File: src/hw/wt_pkg.sv
// What this block does
// - Count clock is main clock over 128 when bit 7 is 0, else subclock.
// - Interval event every 2^4..2^9 count clocks for codes 0 to 5 in bits 6:4.
// - Counter-run 1 lets the 5-bit counter count; 0 stops and clears it.
// - Enable 0 stops the unit and clears prescaler and 5-bit counter.
// - Reset clears the whole mode register to zero.
// - Mode register takes whole-byte writes and single-bit writes.
// - Watch event every 0.5 s at 32.768 kHz: prescaler feeds counter overflow.
// - Watch and interval run together and share one interrupt request.
// - Enable and run both 1 start the watch; writing them 0 clears and stops.
// - Clearing only run clears and stops the watch count while the prescaler keeps going.
// - Counter starts one prescaler cycle late, so the first watch event is off.
package wt_pkg;

  // ******************************************************
  // Timing
  // ******************************************************
  localparam int unsigned CLOCK_HZ           = 20_000_000;
  localparam int unsigned CLOCK_PERIOD_NS    = 50;
  localparam int unsigned MAIN_DIVIDE        = 128;
  localparam int unsigned SUB_CLOCK_HZ       = 32_768;
  localparam int unsigned WATCH_PERIOD_MS    = 500;
  localparam int unsigned WATCH_PERIOD_TICKS =
    SUB_CLOCK_HZ * WATCH_PERIOD_MS / 1000;
  localparam int unsigned PRESCALER_WIDTH    = 9;
  localparam int unsigned COUNTER_WIDTH      = 5;

  // ******************************************************
  // Register map
  // ******************************************************
  localparam int unsigned ADDR_WIDTH           = 16;
  localparam int unsigned DATA_WIDTH           = 8;
  localparam logic [15:0] WATCH_MODE_OFFSET    = 16'hff4a;
  localparam logic [15:0] EVENT_STATUS_OFFSET  = 16'hff4b;
  localparam logic [15:0] EVENT_MASK_OFFSET    = 16'hff4c;
  localparam logic [7:0]  WATCH_MODE_RESET     = 8'h00;
  localparam logic [7:0]  WATCH_MODE_WRITABLE  = 8'hf3;
  localparam logic [1:0]  EVENT_MASK_RESET     = 2'h0;
  localparam int unsigned EVENT_COUNT          = 2;
  localparam int unsigned EVT_WATCH_BIT        = 0;
  localparam int unsigned EVT_INTERVAL_BIT     = 1;

  // Mode register layout, bit 7 down to bit 0
  typedef struct packed {
    logic       clock_source_select;
    logic [2:0] interval_select;
    logic [1:0] reserved_zero;
    logic       counter_run;
    logic       unit_enable;
  } watch_mode_t;

  typedef enum logic [2:0] {
    CNT_IDLE = 3'b001,
    CNT_ARM  = 3'b010,
    CNT_RUN  = 3'b100
  } count_state_t;

  // Low prescaler bits that must all be ones for an interval event
  function automatic logic [8:0] tap_mask(input logic [2:0] code);
    case (code)
      3'h0:    tap_mask = 9'h00f;
      3'h1:    tap_mask = 9'h01f;
      3'h2:    tap_mask = 9'h03f;
      3'h3:    tap_mask = 9'h07f;
      3'h4:    tap_mask = 9'h0ff;
      default: tap_mask = 9'h1ff;
    endcase
  endfunction : tap_mask

endpackage : wt_pkg

File: src/hw/count_tick_gen.sv
`timescale 1ns/1ps
`default_nettype none
module count_tick_gen
  import wt_pkg::*;
#(
  parameter int unsigned DIVIDE = MAIN_DIVIDE
) (
  // Clock and reset
  input  wire logic clock_in,
  input  wire logic rst_b_in,
  // Control
  input  wire logic enable_in,
  input  wire logic use_sub_clock_in,
  // Subsystem clock pin
  input  wire logic sub_clock_in,
  // One-cycle count clock tick
  output logic      tick_out
);

  localparam int unsigned DW = $clog2(DIVIDE);

  // ******************************************************
  // Parameter check
  // ******************************************************
  if (DIVIDE < 2) begin : g_bad_divide
    $error("count_tick_gen: DIVIDE must be at least 2");
  end

  typedef struct packed {
    logic          sync1;
    logic          sync2;
    logic          sync3;
    logic [DW-1:0] div;
    logic          tick;
  } tick_state_t;

  tick_state_t st_reg;
  tick_state_t st_next;

  // Subclock is a pin: two flops before the edge detector looks at it
  always_comb begin
    st_next       = st_reg;
    st_next.sync1 = sub_clock_in;
    st_next.sync2 = st_reg.sync1;
    st_next.sync3 = st_reg.sync2;
    st_next.tick  = 1'b0;
    if (!enable_in || use_sub_clock_in) begin
      st_next.div = '0;
    end else if (st_reg.div == DW'(DIVIDE - 1)) begin
      st_next.div  = '0;
      st_next.tick = 1'b1;
    end else begin
      st_next.div = st_reg.div + DW'(1);
    end
    if (enable_in && use_sub_clock_in) begin
      st_next.tick = st_reg.sync2 && !st_reg.sync3;
    end
  end

  // State register
  always_ff @(posedge clock_in) begin
    if (!rst_b_in) begin
      st_reg <= '0;
    end else begin
      st_reg <= st_next;
    end
  end

  assign tick_out = st_reg.tick;

endmodule : count_tick_gen
`default_nettype wire

File: src/hw/event_status.sv
`timescale 1ns/1ps
`default_nettype none
module event_status
  import wt_pkg::*;
#(
  parameter int unsigned EVENTS = EVENT_COUNT
) (
  // Clock and reset
  input  wire logic              clock_in,
  input  wire logic              rst_b_in,
  // Events and software access
  input  wire logic [EVENTS-1:0] event_in,
  input  wire logic              read_clear_in,
  input  wire logic              mask_write_in,
  input  wire logic [EVENTS-1:0] mask_data_in,
  // State
  output logic      [EVENTS-1:0] status_out,
  output logic      [EVENTS-1:0] mask_out,
  output logic                   irq_out
);

  if (EVENTS < 1 || EVENTS > DATA_WIDTH) begin : g_bad_events
    $error("event_status: EVENTS must be 1 to DATA_WIDTH");
  end

  typedef struct packed {
    logic [EVENTS-1:0] status;
    logic [EVENTS-1:0] mask;
  } status_state_t;

  status_state_t st_reg;
  status_state_t st_next;

  // A new event beats the read clear of the same cycle
  always_comb begin
    st_next        = st_reg;
    st_next.status = (read_clear_in ? '0 : st_reg.status) | event_in;
    if (mask_write_in) begin
      st_next.mask = mask_data_in;
    end
  end

  // State register
  always_ff @(posedge clock_in) begin
    if (!rst_b_in) begin
      st_reg <= '0;
    end else begin
      st_reg <= st_next;
    end
  end

  assign status_out = st_reg.status;
  assign mask_out   = st_reg.mask;
  assign irq_out    = |(st_reg.status & st_reg.mask);

endmodule : event_status
`default_nettype wire

File: src/hw/watch_interval_timer.sv
`timescale 1ns/1ps
`default_nettype none
module watch_interval_timer
  import wt_pkg::*;
#(
  parameter int unsigned DIVIDE = MAIN_DIVIDE
) (
  // Clock and reset
  input  wire logic                  clock_in,
  input  wire logic                  rst_b_in,
  // Register port
  input  wire logic [ADDR_WIDTH-1:0] addr_in,
  input  wire logic [DATA_WIDTH-1:0] wr_data_in,
  input  wire logic [DATA_WIDTH-1:0] wr_bits_in,
  input  wire logic                  wr_strobe_in,
  input  wire logic                  rd_strobe_in,
  output logic      [DATA_WIDTH-1:0] rd_data_out,
  // Subsystem clock pin
  input  wire logic                  sub_clock_in,
  // Interrupts
  output logic                       tick_interrupt_request_out,
  output logic                       irq_out
);

  // ******************************************************
  // Parameter check
  // ******************************************************
  if (WATCH_PERIOD_TICKS != (1 << (PRESCALER_WIDTH + COUNTER_WIDTH)))
  begin : g_bad_period
    $error("watch_interval_timer: watch period does not fit chain");
  end
  if (DIVIDE < 2) begin : g_bad_divide
    $error("watch_interval_timer: DIVIDE must be at least 2");
  end

  // ******************************************************
  // State
  // ******************************************************
  typedef struct packed {
    watch_mode_t                mode;
    logic [PRESCALER_WIDTH-1:0] prescaler;
    logic [COUNTER_WIDTH-1:0]   counter;
    count_state_t               cnt_state;
    logic [DATA_WIDTH-1:0]      rd_data;
    logic                       req;
  } timer_state_t;

  timer_state_t st_reg;
  timer_state_t st_next;

  logic                   tick;
  logic                   running;
  logic                   pre_ovf;
  logic                   watch_evt;
  logic                   interval_evt;
  logic [EVENT_COUNT-1:0] events;
  logic [EVENT_COUNT-1:0] status;
  logic [EVENT_COUNT-1:0] mask;
  logic [EVENT_COUNT-1:0] mask_data;
  logic                   mode_write;
  logic                   mask_write;
  logic                   status_read;
  logic [DATA_WIDTH-1:0]  mode_merged;

  // ******************************************************
  // Count clock
  // ******************************************************
  count_tick_gen #(
    .DIVIDE           (DIVIDE)
  ) u_tick (
    .clock_in         (clock_in),
    .rst_b_in         (rst_b_in),
    .enable_in        (st_reg.mode.unit_enable),
    .use_sub_clock_in (st_reg.mode.clock_source_select),
    .sub_clock_in     (sub_clock_in),
    .tick_out         (tick)
  );

  // ******************************************************
  // Event decode
  // ******************************************************
  // Both functions tap the one prescaler, so they run side by side
  assign running      = st_reg.mode.unit_enable && st_reg.mode.counter_run;
  assign pre_ovf      = tick && st_reg.mode.unit_enable &&
                        (st_reg.prescaler == '1);
  assign interval_evt = tick && st_reg.mode.unit_enable &&
                        ((st_reg.prescaler &
                          tap_mask(st_reg.mode.interval_select)) ==
                         tap_mask(st_reg.mode.interval_select));
  assign watch_evt    = pre_ovf && running &&
                        (st_reg.cnt_state == CNT_RUN) &&
                        (st_reg.counter == '1);

  assign events[EVT_WATCH_BIT]    = watch_evt;
  assign events[EVT_INTERVAL_BIT] = interval_evt;

  // Register decode; single-bit writes leave other bits alone
  assign mode_write  = wr_strobe_in && (addr_in == WATCH_MODE_OFFSET);
  assign mask_write  = wr_strobe_in && (addr_in == EVENT_MASK_OFFSET);
  assign status_read = rd_strobe_in && (addr_in == EVENT_STATUS_OFFSET);
  assign mode_merged = ((st_reg.mode & ~wr_bits_in) |
                        (wr_data_in & wr_bits_in)) & WATCH_MODE_WRITABLE;
  assign mask_data   = (mask & ~wr_bits_in[EVENT_COUNT-1:0]) |
                       (wr_data_in[EVENT_COUNT-1:0] &
                        wr_bits_in[EVENT_COUNT-1:0]);

  // ******************************************************
  // Next state
  // ******************************************************
  always_comb begin
    st_next         = st_reg;
    st_next.req     = watch_evt || interval_evt;
    st_next.rd_data = '0;

    // Reserved bits are forced low whatever software writes
    if (mode_write) begin
      st_next.mode = watch_mode_t'(mode_merged);
    end

    // Prescaler runs whenever the unit is enabled
    if (!st_reg.mode.unit_enable) begin
      st_next.prescaler = '0;
    end else if (tick) begin
      st_next.prescaler = st_reg.prescaler + 9'h001;
    end

    // Counter skips the first prescaler overflow after a start
    case (st_reg.cnt_state)
      CNT_IDLE: begin
        st_next.counter = '0;
        if (running) begin
          st_next.cnt_state = CNT_ARM;
        end
      end
      CNT_ARM: begin
        st_next.counter = '0;
        if (!running) begin
          st_next.cnt_state = CNT_IDLE;
        end else if (pre_ovf) begin
          st_next.cnt_state = CNT_RUN;
        end
      end
      CNT_RUN: begin
        if (!running) begin
          st_next.counter   = '0;
          st_next.cnt_state = CNT_IDLE;
        end else if (pre_ovf) begin
          st_next.counter = st_reg.counter + 5'h01;
        end
      end
      default: begin
        st_next.counter   = '0;
        st_next.cnt_state = CNT_IDLE;
      end
    endcase

    // Read data stands only in the cycle after the strobe
    if (rd_strobe_in) begin
      case (addr_in)
        WATCH_MODE_OFFSET:   st_next.rd_data = st_reg.mode;
        EVENT_STATUS_OFFSET: st_next.rd_data = DATA_WIDTH'(status);
        EVENT_MASK_OFFSET:   st_next.rd_data = DATA_WIDTH'(mask);
        default:             st_next.rd_data = '0;
      endcase
    end
  end

  // State register
  always_ff @(posedge clock_in) begin
    if (!rst_b_in) begin
      st_reg           <= '0;
      st_reg.mode      <= watch_mode_t'(WATCH_MODE_RESET);
      st_reg.cnt_state <= CNT_IDLE;
    end else begin
      st_reg <= st_next;
    end
  end

  // ******************************************************
  // Sticky status and mask
  // ******************************************************
  event_status #(
    .EVENTS        (EVENT_COUNT)
  ) u_status (
    .clock_in      (clock_in),
    .rst_b_in      (rst_b_in),
    .event_in      (events),
    .read_clear_in (status_read),
    .mask_write_in (mask_write),
    .mask_data_in  (mask_data),
    .status_out    (status),
    .mask_out      (mask),
    .irq_out       (irq_out)
  );

  assign rd_data_out                = st_reg.rd_data;
  assign tick_interrupt_request_out = st_reg.req;
endmodule : watch_interval_timer
`default_nettype wire

File: config.mk
export PLATFORM = sky130hd
export DESIGN_NAME = watch_interval_timer
export DESIGN_NICKNAME = d
export VERILOG_FILES = /design/src/hw/wt_pkg.sv /design/src/hw/count_tick_gen.sv /design/src/hw/event_status.sv /design/src/hw/watch_interval_timer.sv
export SDC_FILE = /design/constraint.sdc
export NUM_CORES = 1
export LEC_CHECK = 0
export BUFFER_PORTS_ARGS = -buffer_cell sky130_fd_sc_hd__buf_4
export CAP_MARGIN = 0
export CORE_UTILIZATION = 57
export DETAILED_ROUTE_END_ITERATION = 10
export GPL_TIMING_DRIVEN = 0
export HOLD_SLACK_MARGIN = 0.06
export PLACE_DENSITY = 0.81
export SYNTH_ARGS = -nofsm -noshare
export SYNTH_HDL_FRONTEND = slang
export SYNTH_HIERARCHICAL = 1
export SYNTH_SLANG_ARGS = --single-unit
File: constraint.sdc
create_clock -name clock_in -period 4.14 [get_ports clock_in]
set_input_delay 0.414 -clock clock_in [delete_from_list [all_inputs] [get_ports clock_in]]
set_output_delay 0.414 -clock clock_in [all_outputs]
set_load 0.01 [all_outputs]
# --- Word-level counts from Yosys, hierarchy flattened ---
# Cells that the tools add are included.
totals:
  reg_bits: 47
  inputBits: 37
  out_inout_bits: 10
  word_cells: 84
op_classes:
  add_sub_neg: 3
  eq_ne: 18
  muxes: 13
  bitwise_logic: 12
  n_reduce_logical: 22
op_table:
  columns: ["operator", "count"]
  rows:
  - ["$eq 16x16->1 const B", 3]
  - ["$pmux 8 s3", 2]
  - ["$pmux 9 s5", 1]
  - ["$and 8x8->8", 2]
  - ["$logic_and 1x1->1", 12]
  - ["$mux 3", 4]
  - ["$mux 5", 2]
  - ["$add 9x1->9 const B", 1]
  - ["$and 9x9->9", 1]
  - ["$eq 3x2->1 const B", 3]
  - ["$eq 9x9->1", 1]
  - ["$eq 9x9->1 const B", 1]
  - ["$not 8->8", 1]
  - ["$or 8x8->8", 1]
  - ["$add 7x1->7 const B", 1]
  - ["$eq 7x7->1 const B", 1]
  - ["$and 2x2->2", 3]
  - ["$eq 3x1->1 const B", 2]
  - ["$eq 3x3->1 const B", 2]
  - ["$ne 3x3->1 const B", 2]
  - ["$add 5x1->5 const B", 1]
  - ["$eq 5x5->1 const B", 1]
  - ["$ne 2x2->1 const B", 2]
  - ["$or 2x2->2", 2]
  - ["other kinds (11)", 16]

# --- Longest topological paths before layout ---
# Gate-level depths: netlist (run 1).
depth:
  word_depth: 6
  mapped_depth: 8

# --- Modules after synthesis ---
# The synthesis (run 1) kept the hierarchy.
by_module_without_submodules:
  columns: ["mod", "n_inst", "cells_per_inst", "area_each_um2", "seq_area_each_um2"]
  rows:
  - ["watch_interval_timer", 1, 166, 1514.0, 600.6]
  - ["count_tick_gen", 1, 41, 397.9, 220.2]
  - ["event_status", 1, 13, 148.9, 80.1]

# --- Worst setup path before layout (run 1) ---
# OpenSTA, ideal clock, no wires.
synth_timing:
  path_type: "input -> register"
  start: "input port addr_in[4]"
  end: "register u_status.st_reg (netlist bit u_status/mask_out[0])"
  t_arrival_ns: 1.552
  setup_slack_ns: 2.472
  path_stages: 5
  path_buffers: 0
  cell_sequence: "nand4bb_4 > nor4_4 > and3_1 > mux2i_1 > nor2b_1"
synth_via:
  elab_chain_cells: 2
synth_lines:
  columns: ["element", "line_no", "text"]
  rows:
  - ["start: declaration", "watch_interval_timer.sv:12", "input wire logic [ADDR_WIDTH-1:0] addr_in,"]
  - ["$eq 16x16->1", "watch_interval_timer.sv:99", "assign mask_write = wr_strobe_in && (addr_in == EVENT_MASK_OFFSET);"]
  - ["$logic_and 1x1->1", "watch_interval_timer.sv:99", null]
  - ["net mask_write", "watch_interval_timer.sv:61", "logic mask_write;"]
  - ["end signal: assignment", "event_status.sv:48", "st_reg <= st_next;"]
  - ["end: declaration", "event_status.sv:31", "status_state_t st_reg;"]
# The timed path passes the listed nets, and every way through them passes these cells.
# A chain may end at the register's enable or synchronous reset.

# --- Worst setup path after layout (run 1) ---
layout_timing:
  start: "register st_reg[21] (netlist name)"
  end: "register st_reg (netlist bit tick_interrupt_request_out)"
layout_via:
  elab_chain_cells: 6
  word_cells_on_any_way: 9
  classes_between: "2 x eq/ne; 1 x bitwise; 6 x reduce/logical"
layout_lines:
  columns: ["element", "line_no", "text"]
  rows:
  - ["start: declaration", "watch_interval_timer.sv:48", "timer_state_t st_reg;"]
  - ["start signal: assignment", "watch_interval_timer.sv:175", "st_reg <= st_next;"]
  - ["$eq 9x9->1", "watch_interval_timer.sv:85", "(st_reg.prescaler == '1);"]
  - ["$logic_and 1x1->1", "watch_interval_timer.sv:84", "assign pre_ovf = tick && st_reg.mode.unit_enable &&"]
  - ["$logic_and 1x1->1 (2 in a row)", "watch_interval_timer.sv:90", "assign watch_evt = pre_ovf && running &&"]
  - ["$logic_and 1x1->1", "watch_interval_timer.sv:91", "(st_reg.cnt_state == CNT_RUN) &&"]
  - ["net watch_evt", "watch_interval_timer.sv:54", "logic watch_evt;"]
  - ["$logic_or 1x1->1", "watch_interval_timer.sv:112", "st_next.req = watch_evt || interval_evt;"]
# The timed path passes the listed nets, and every way through them passes these cells.

==> results of run 1 <==
-- per-layer routing --
layer  track usage, %  routed length [um]  up-vias  part of all wire (%)
met1             26.7                1780      749                    47
met5                0                   0        -                     0
met3             5.51                 178        4                   4.7
li1                 -                   -      857                     -
met2             34.1                1750       37                    46
met4             9.59                  61        0                   1.6
-- area by class of cell --
type / count / share of cell area [%]
Multi-Input combinational cell: 161 / 43.5
Buffer: 13 / 3.24
Inverter: 2 / 0.303
Clock buffer: 7 / 1.82
Clock inverter: 1 / 0.303
Timing Repair Buffer: 40 / 12.1
Tap cell: 46 / 2.33
Sequential cell: 45 / 36.4
-- where the power goes --
group / total, W / leakage (nW) / switching, W / internal, W
combinational: 0.0000436 / 0.614 / 0.0000169 / 0.0000267
clock: 0.000202 / 0.0255 / 0.000135 / 0.0000672
sequential: 0.000434 / 0.363 / 0.000000322 / 0.000434
total: 0.000680 / 1.00 / 0.000152 / 0.000528
-- Yosys cell counts, drive strengths merged --
cell	instances	share of area, %
nand3	11	2.9
o21ai	4	0.97
o2111ai	1	0.43
nand3b	3	1.1
ha	5	3.0
nor3	4	0.97
o211a	1	0.49
a2111oi	1	0.73
nand2	20	3.6
a21boi	1	0.36
inv	2	0.36
nor3b	2	0.73
a311oi	1	0.43
nor2b	7	2.1
or3	3	0.91
a21oi	8	1.9
clkbuf	3	0.55
nor2	21	3.8
xor2	7	3.0
nand4bb	1	1.3
nor4	2	1.3
o21bai	3	1.1
dfxtp	45	44
and3	6	1.8
conb	1	0.18
xnor2	5	2.1
and4	3	1.3
a22o	1	0.43
and2	8	2.4
mux2	4	2.2
buf	10	3.3
nand2b	2	0.61
o21a	3	1.1
nand4	9	2.7
mux2i	12	5.8
-- how the worst max path moves through the flow --
stage                     from                          to  slack [ns]  cells past startpoint
floorplan           addr_in[4]        u_status/mask_out[0]        2.47                      5
global placement    addr_in[4]        u_status/mask_out[1]        2.19                      6
detailed placement  addr_in[4]        u_status/mask_out[1]        2.19                      6
CTS                 st_reg[21]  tick_interrupt_request_out        2.29                      8
global route        st_reg[21]      u_status/status_out[0]        2.15                      8
finish              st_reg[21]  tick_interrupt_request_out        2.29                      8
-- cells by family (layout without fill, tap and decap cells) --
kind of cell | count (synthesis) | after routing | synth area share [%]
AOI/OAI and AO/OA | 24 | 24 | 7.95
xor gates and xnor gates | 12 | 12 | 5.10
adders and majority gates | 5 | 5 | 3.04
buffers and inverters | 15 | 63 | 4.25
DFF | 45 | 45 | 43.7
muxes | 16 | 16 | 8.01
other | 1 | 2 | 0.182
and+or+nand+nor | 102 | 102 | 27.7
-- stage by stage --
step	cell area [um2]	utilization, %	worst slack, ns
floorplan	2060	-	2.47
global placement	2420	71.5	2.19
detailed placement	2420	71.5	2.19
CTS	2470	73.0	2.29
global route	2470	73.0	2.15
finish	2470	73.0	2.29
==> key figures, run 1 <==
Run status
  • Status: complete, no violations

Place
  • Placed Cells incl. Taps: 307
  • Port Buffers: 40
  • Final estimated routing congestion in global placement: 0.817
  • Placed wire-length estimate: 2.90 mm

Floorplan
  • Number of core rows: 21
  • Core ar.: 3390 um2
  • Ports: 47
  • Area enclosed by the die boundary: 3860 um2
  • Die Height: 62.1 um
  • Chip width: 62.1 um
  • Initial core utilization: 60.8%

Worst setup path
  • Data required time at the worst endpoint: 4.45 ns
  • Critical path fanouts, max: 5
  • Critical path cell sequence: and3_1 -> nand2_1 -> nor2_1 -> ha_1 -> and3_1 -> buf_1 -> and3_1 -> o21a_1
  • Capturing element type of the critical path: flop
  • CP Buf/Inv Count: 1
  • Reg2Reg Setup Slack: 2.29 ns
  • RR Startpoint: st_reg[21]
  • Largest delay contributor family on the critical path: simple AND/OR/NAND/NOR gates
  • Critical setup path kind: reg -> reg
  • Maximum single-stage delay on the critical path: 0.44 ns
  • Cell type of the slowest stage on the worst timing path: dfxtp_1
  • Cell count of the worst reg-to-reg path: 8
  • Worst R2R End: tick_interrupt_request_out
  • Arrival time of the worst setup path: 2.16 ns
  • Cell repeated most along the worst path: and3_1
  • Startpoint kind of the worst setup timing path: flop

Pwr
  • Total power draw: 0.000680 W
  • Worst vdd rail ir drop: 187 uV
  • Lkg Pwr: 1.00 nW
  • Total power per unit cell area: 275 nW/um2

Timing
  • Fin crit share: 44.7%
  • Post-layout minimum cycle time: 1.85 ns
  • Final hold viol count: 0
  • Headroom to the max-slew limit: 64.9%
  • Worst Tran Pin Value: 0.521 ns
  • Final number of max-transition violations: 0
  • Achievable clock frequency: 0.541 GHz
  • Setup violators final: 0
  • Setup repair after global routing missed its margin: no
  • Post-route worst hold slack: 0.272 ns
  • Final-layout setup total negative slack: 0 ns
  • Worst clock skew: 0.00749 ns

Yosys
  • Post-synthesis instance area: 2060 um2
  • Portion of the post-synthesis area used by sequential elements: 43.7%
  • Syn_area_per_cell: 9.37 um2
  • Post-synth cell types: 39
  • Number of standard cells after synthesis: 220
  • Count of state elements after synthesis: 45
  • Number of warning messages in the yosys log: 6

Route
  • Final antenna-violating net count: 0
  • Total iterations of the first detailed-routing run: 4
  • Via/cell ratio: 5.23
  • # DRC: 0
  • Number of violations reported at the end of detailed-routing iteration 0: 46
  • Vias after detailed routing: 1647
  • Detailed Route WL: 3.77 mm
  • WL/cell: 12.0 um

Clock tree
  • CTS tree: done
  • Post-CTS Hold Buffers: 0
  • Maximum root-to-sink buffer count: 2
  • Skew-Pair Late Insertion Delay: 0.35 ns
  • Clk sinks: 45
  • Clock root buffer: clkbuf_4
  • Post-CTS Resized: 0
  • Clock buffers created by TritonCTS: 5
  • H-tree level count: 2
  • Buffers inserted during post-CTS setup optimization: 0
  • Clock transition at the register clock pins on the worst setup and hold paths after CTS: 0.12 ns

Global route
  • Antenna violations before repair: 0
  • Maximum number of pins on one net before global-route repair: 14
  • Overall fraction of global-route tracks in use: 21.2%
  • Via count of the first global-routing pass: 1486
  • Total congestion overflow: 0
  • Global-route wire length before repair: 6.42 mm

Layout
  • Leading cell type in the layout, fill and taps excluded: buf_4
  • Post-layout net count: 310
  • Diode count: 0
  • Multi-input gate area in the final layout: 1080 um2
  • Layout Area Growth over Synthesis: 20.1%
  • Layout cells sized above 1: 23.4%
  • Number of standard cells in the final layout excluding fillers: 315
  • Most used cells in the layout excluding fill and tap cells: buf_4 (48), dfxtp_1 (45), nor2_1 (21)
  • Filler Cells Inserted: 254
  • Area used by sequential logic in the layout: 901 um2

Hold path
  • Source of the worst hold timing path: sub_clock_in
  • Instance count along the most critical hold path: 2
  • Tightest Hold Check Type: in -> reg
  • Min-Delay Endpoint: u_tick/st_next[9]

Flow run
  • Count of maximum capacitance violations: 0
Note: power is estimated with default switching activity, not from simulation.
==> run 2: changes to the inputs <==
--- a/config.mk
+++ b/config.mk
@@ -7,11 +7,11 @@
 export LEC_CHECK = 0
 export BUFFER_PORTS_ARGS = -buffer_cell sky130_fd_sc_hd__buf_4
 export CAP_MARGIN = 0
-export CORE_UTILIZATION = 57
+export CORE_UTILIZATION = 53
 export DETAILED_ROUTE_END_ITERATION = 10
 export GPL_TIMING_DRIVEN = 0
 export HOLD_SLACK_MARGIN = 0.06
-export PLACE_DENSITY = 0.81
+export PLACE_DENSITY = 0.76
 export SYNTH_ARGS = -nofsm -noshare
 export SYNTH_HDL_FRONTEND = slang
 export SYNTH_HIERARCHICAL = 1
==> constraint.sdc (replaced) <==
create_clock -name clock_in -period 1.9 [get_ports clock_in]
set_input_delay 0.19 -clock clock_in [delete_from_list [all_inputs] [get_ports clock_in]]
set_output_delay 0.19 -clock clock_in [all_outputs]
set_load 0.01 [all_outputs]
==> key figures, run 2 (synthesis results as in run 1) <==
Run status
  • Status: complete, no violations

Worst setup path
  • Maximum single-stage delay on the critical path: 0.43 ns (about the same)
  • Capturing element type of the critical path: flop
  • Data required time at the worst endpoint: 2.14 ns (-2.31 ns)
  • RR Startpoint: st_reg[21]
  • Worst R2R End: tick_interrupt_request_out
  • Arrival time of the worst setup path: 1.97 ns (-0.19 ns)
  • Reg2Reg Setup Slack: 0.17 ns (-2.12 ns)
  • Critical path fanouts, max: 5 (unchanged)
  • Cell repeated most along the worst path: and3_1
  • Cell type of the slowest stage on the worst timing path: dfxtp_1
  • Critical path cell sequence: and3_1 -> nand2_1 -> nor2_1 -> ha_1 -> and3_1 -> and3_1 -> o21a_1
  • Critical setup path kind: reg -> reg
  • Cell count of the worst reg-to-reg path: 7 (-1)
  • Startpoint kind of the worst setup timing path: flop

Hold path
  • Instance count along the most critical hold path: 2 (unchanged)
  • Min-Delay Endpoint: u_tick/st_next[9]
  • Source of the worst hold timing path: sub_clock_in
  • Tightest Hold Check Type: in -> reg

Clock tree
  • Post-CTS Hold Buffers: 0 (unchanged)
  • Clock transition at the register clock pins on the worst setup and hold paths after CTS: 0.08 ns (-0.04 ns)
  • Clock root buffer: clkbuf_8
  • Buffers inserted during post-CTS setup optimization: 0 (unchanged)
  • Clock buffers created by TritonCTS: 5 (unchanged)
  • Post-CTS Resized: 0 (unchanged)
  • CTS tree: done
  • H-tree level count: 2 (unchanged)
  • Skew-Pair Late Insertion Delay: 0.30 ns (-0.05 ns)
  • Clk sinks: 45 (unchanged)
  • Maximum root-to-sink buffer count: 2 (unchanged)

Floorplan
  • Number of core rows: 22 (+4.8%)
  • Ports: 47 (unchanged)
  • Core ar.: 3690 um2 (+8.8%)
  • Area enclosed by the die boundary: 4140 um2 (+7.3%)
  • Chip width: 64.4 um (+3.6%)
  • Die Height: 64.4 um (+3.6%)
  • Initial core utilization: 55.9% (-4.9 points)

Timing
  • Setup repair after global routing missed its margin: no
  • Final number of max-transition violations: 0 (unchanged)
  • Headroom to the max-slew limit: 60.0% (-5.0 points)
  • Final hold viol count: 0 (unchanged)
  • Worst Tran Pin Value: 0.595 ns (+0.0737 ns)
  • Achievable clock frequency: 0.577 GHz (+6.8%)
  • Post-route worst hold slack: 0.119 ns (-0.153 ns)
  • Fin crit share: 91.2% (+47 points)
  • Worst clock skew: 0.00681 ns (-0.000680 ns)
  • Final-layout setup total negative slack: 0 ns (unchanged)
  • Post-layout minimum cycle time: 1.73 ns (-0.117 ns)
  • Setup violators final: 0 (unchanged)

Place
  • Port Buffers: 40 (unchanged)
  • Placed Cells incl. Taps: 309 (+0.65%)
  • Placed wire-length estimate: 2.90 mm (about the same)
  • Final estimated routing congestion in global placement: 0.768 (-5.9%)
  • Post-detailed-placement cell area: 2420 um2 (+0.10%)

Layout
  • Diode count: 0 (unchanged)
  • Leading cell type in the layout, fill and taps excluded: buf_4
  • Number of standard cells in the final layout excluding fillers: 316 (+0.32%)
  • Layout Area Growth over Synthesis: 22.2%
  • Post-Layout Inst Area: 2520 um2 (+1.7%)
  • Layout cells sized above 1: 24.3% (+0.83 points)
  • Post-layout net count: 309 (-0.32%)
  • Most used cells in the layout excluding fill and tap cells: buf_4 (48), dfxtp_1 (45), nor2_1 (21)

Route
  • Detailed Route WL: 3.85 mm (+2.1%)
  • WL/cell: 12.2 um (+1.8%)
  • Final antenna-violating net count: 0 (unchanged)
  • Total iterations of the first detailed-routing run: 4 (unchanged)
  • Number of violations reported at the end of detailed-routing iteration 0: 66 (+43%)
  • Vias after detailed routing: 1687 (+2.4%)
  • # DRC: 0 (unchanged)
  • Via/cell ratio: 5.34 (+2.1%)

Pwr
  • Worst vdd rail ir drop: 568 uV (+200%)
  • Total power draw: 0.00165 W (+140%)
  • Lkg Pwr: 1.03 nW (+2.4%)
  • Total power per unit cell area: 655 nW/um2 (+140%)

Global route
  • Global-route wire length before repair: 6.25 mm (-2.6%)
  • Overall fraction of global-route tracks in use: 19.6% (-1.7 points)
  • Via count of the first global-routing pass: 1439 (-3.2%)
  • Maximum number of pins on one net before global-route repair: 15 (+1)
  • Total congestion overflow: 0 (unchanged)
  • Antenna violations before repair: 0 (unchanged)

Flow run
  • Count of maximum capacitance violations: 0 (unchanged)
-- run 2: cell type report --
class                           instances  area [um2]
Clock buffer                            6        82.6
Tap cell                               48        60.1
Multi-Input combinational cell        161        1080
Sequential cell                        45         901
Timing Repair Buffer                   40         300
Fill cell                             330        1170
Clock inverter                          2        13.8
Buffer                                 12        76.3
Inverter                                2        7.51
-- run 2: how the worst max path moves through the flow --
stage | from | end | slack (ns)
after global placement | st_reg[21] | tick_interrupt_request_out | 0.15
after detailed placement | st_reg[21] | tick_interrupt_request_out | 0.14
after global routing | st_reg[21] | tick_interrupt_request_out | 0.03
final | st_reg[21] | tick_interrupt_request_out | 0.17
after floorplan | st_reg[17] | u_status/status_out[0] | 0.29
after CTS | st_reg[21] | tick_interrupt_request_out | 0.09
-- run 2: where the power goes --
part / total [W] / leakage, nW / internal (W) / switching (W)
clock: 0.000608 / 0.0512 / 0.000295 / 0.000313
sequential: 0.000945 / 0.363 / 0.000944 / 0.000000783
combinational: 0.0000943 / 0.613 / 0.0000580 / 0.0000363
total: 0.00165 / 1.03 / 0.00130 / 0.000350
-- run 2: critical path: cells and delay by family (launching register included) --
family                     cells  cell delay (ns)
and+or+nand+nor                5             0.94
DFF                            1             0.43
adders and majority gates      1             0.15
AOI/OAI and AO/OA              1             0.14
-- run 2: stage by stage --
stage / utilization [%] / worst slack, ns
after floorplan: - / 0.289
after global placement: 65.7 / 0.149
after detailed placement: 65.7 / 0.138
after CTS: 68.4 / 0.0879
after global routing: 68.2 / 0.0316
final: 68.2 / 0.167
-- run 2: per-layer routing --
layer	share of wire (%)	GRT usage, %
met5	0	0
met4	0.91	5.83
met3	4.2	5.18
met2	50	32.0
met1	45	25.1
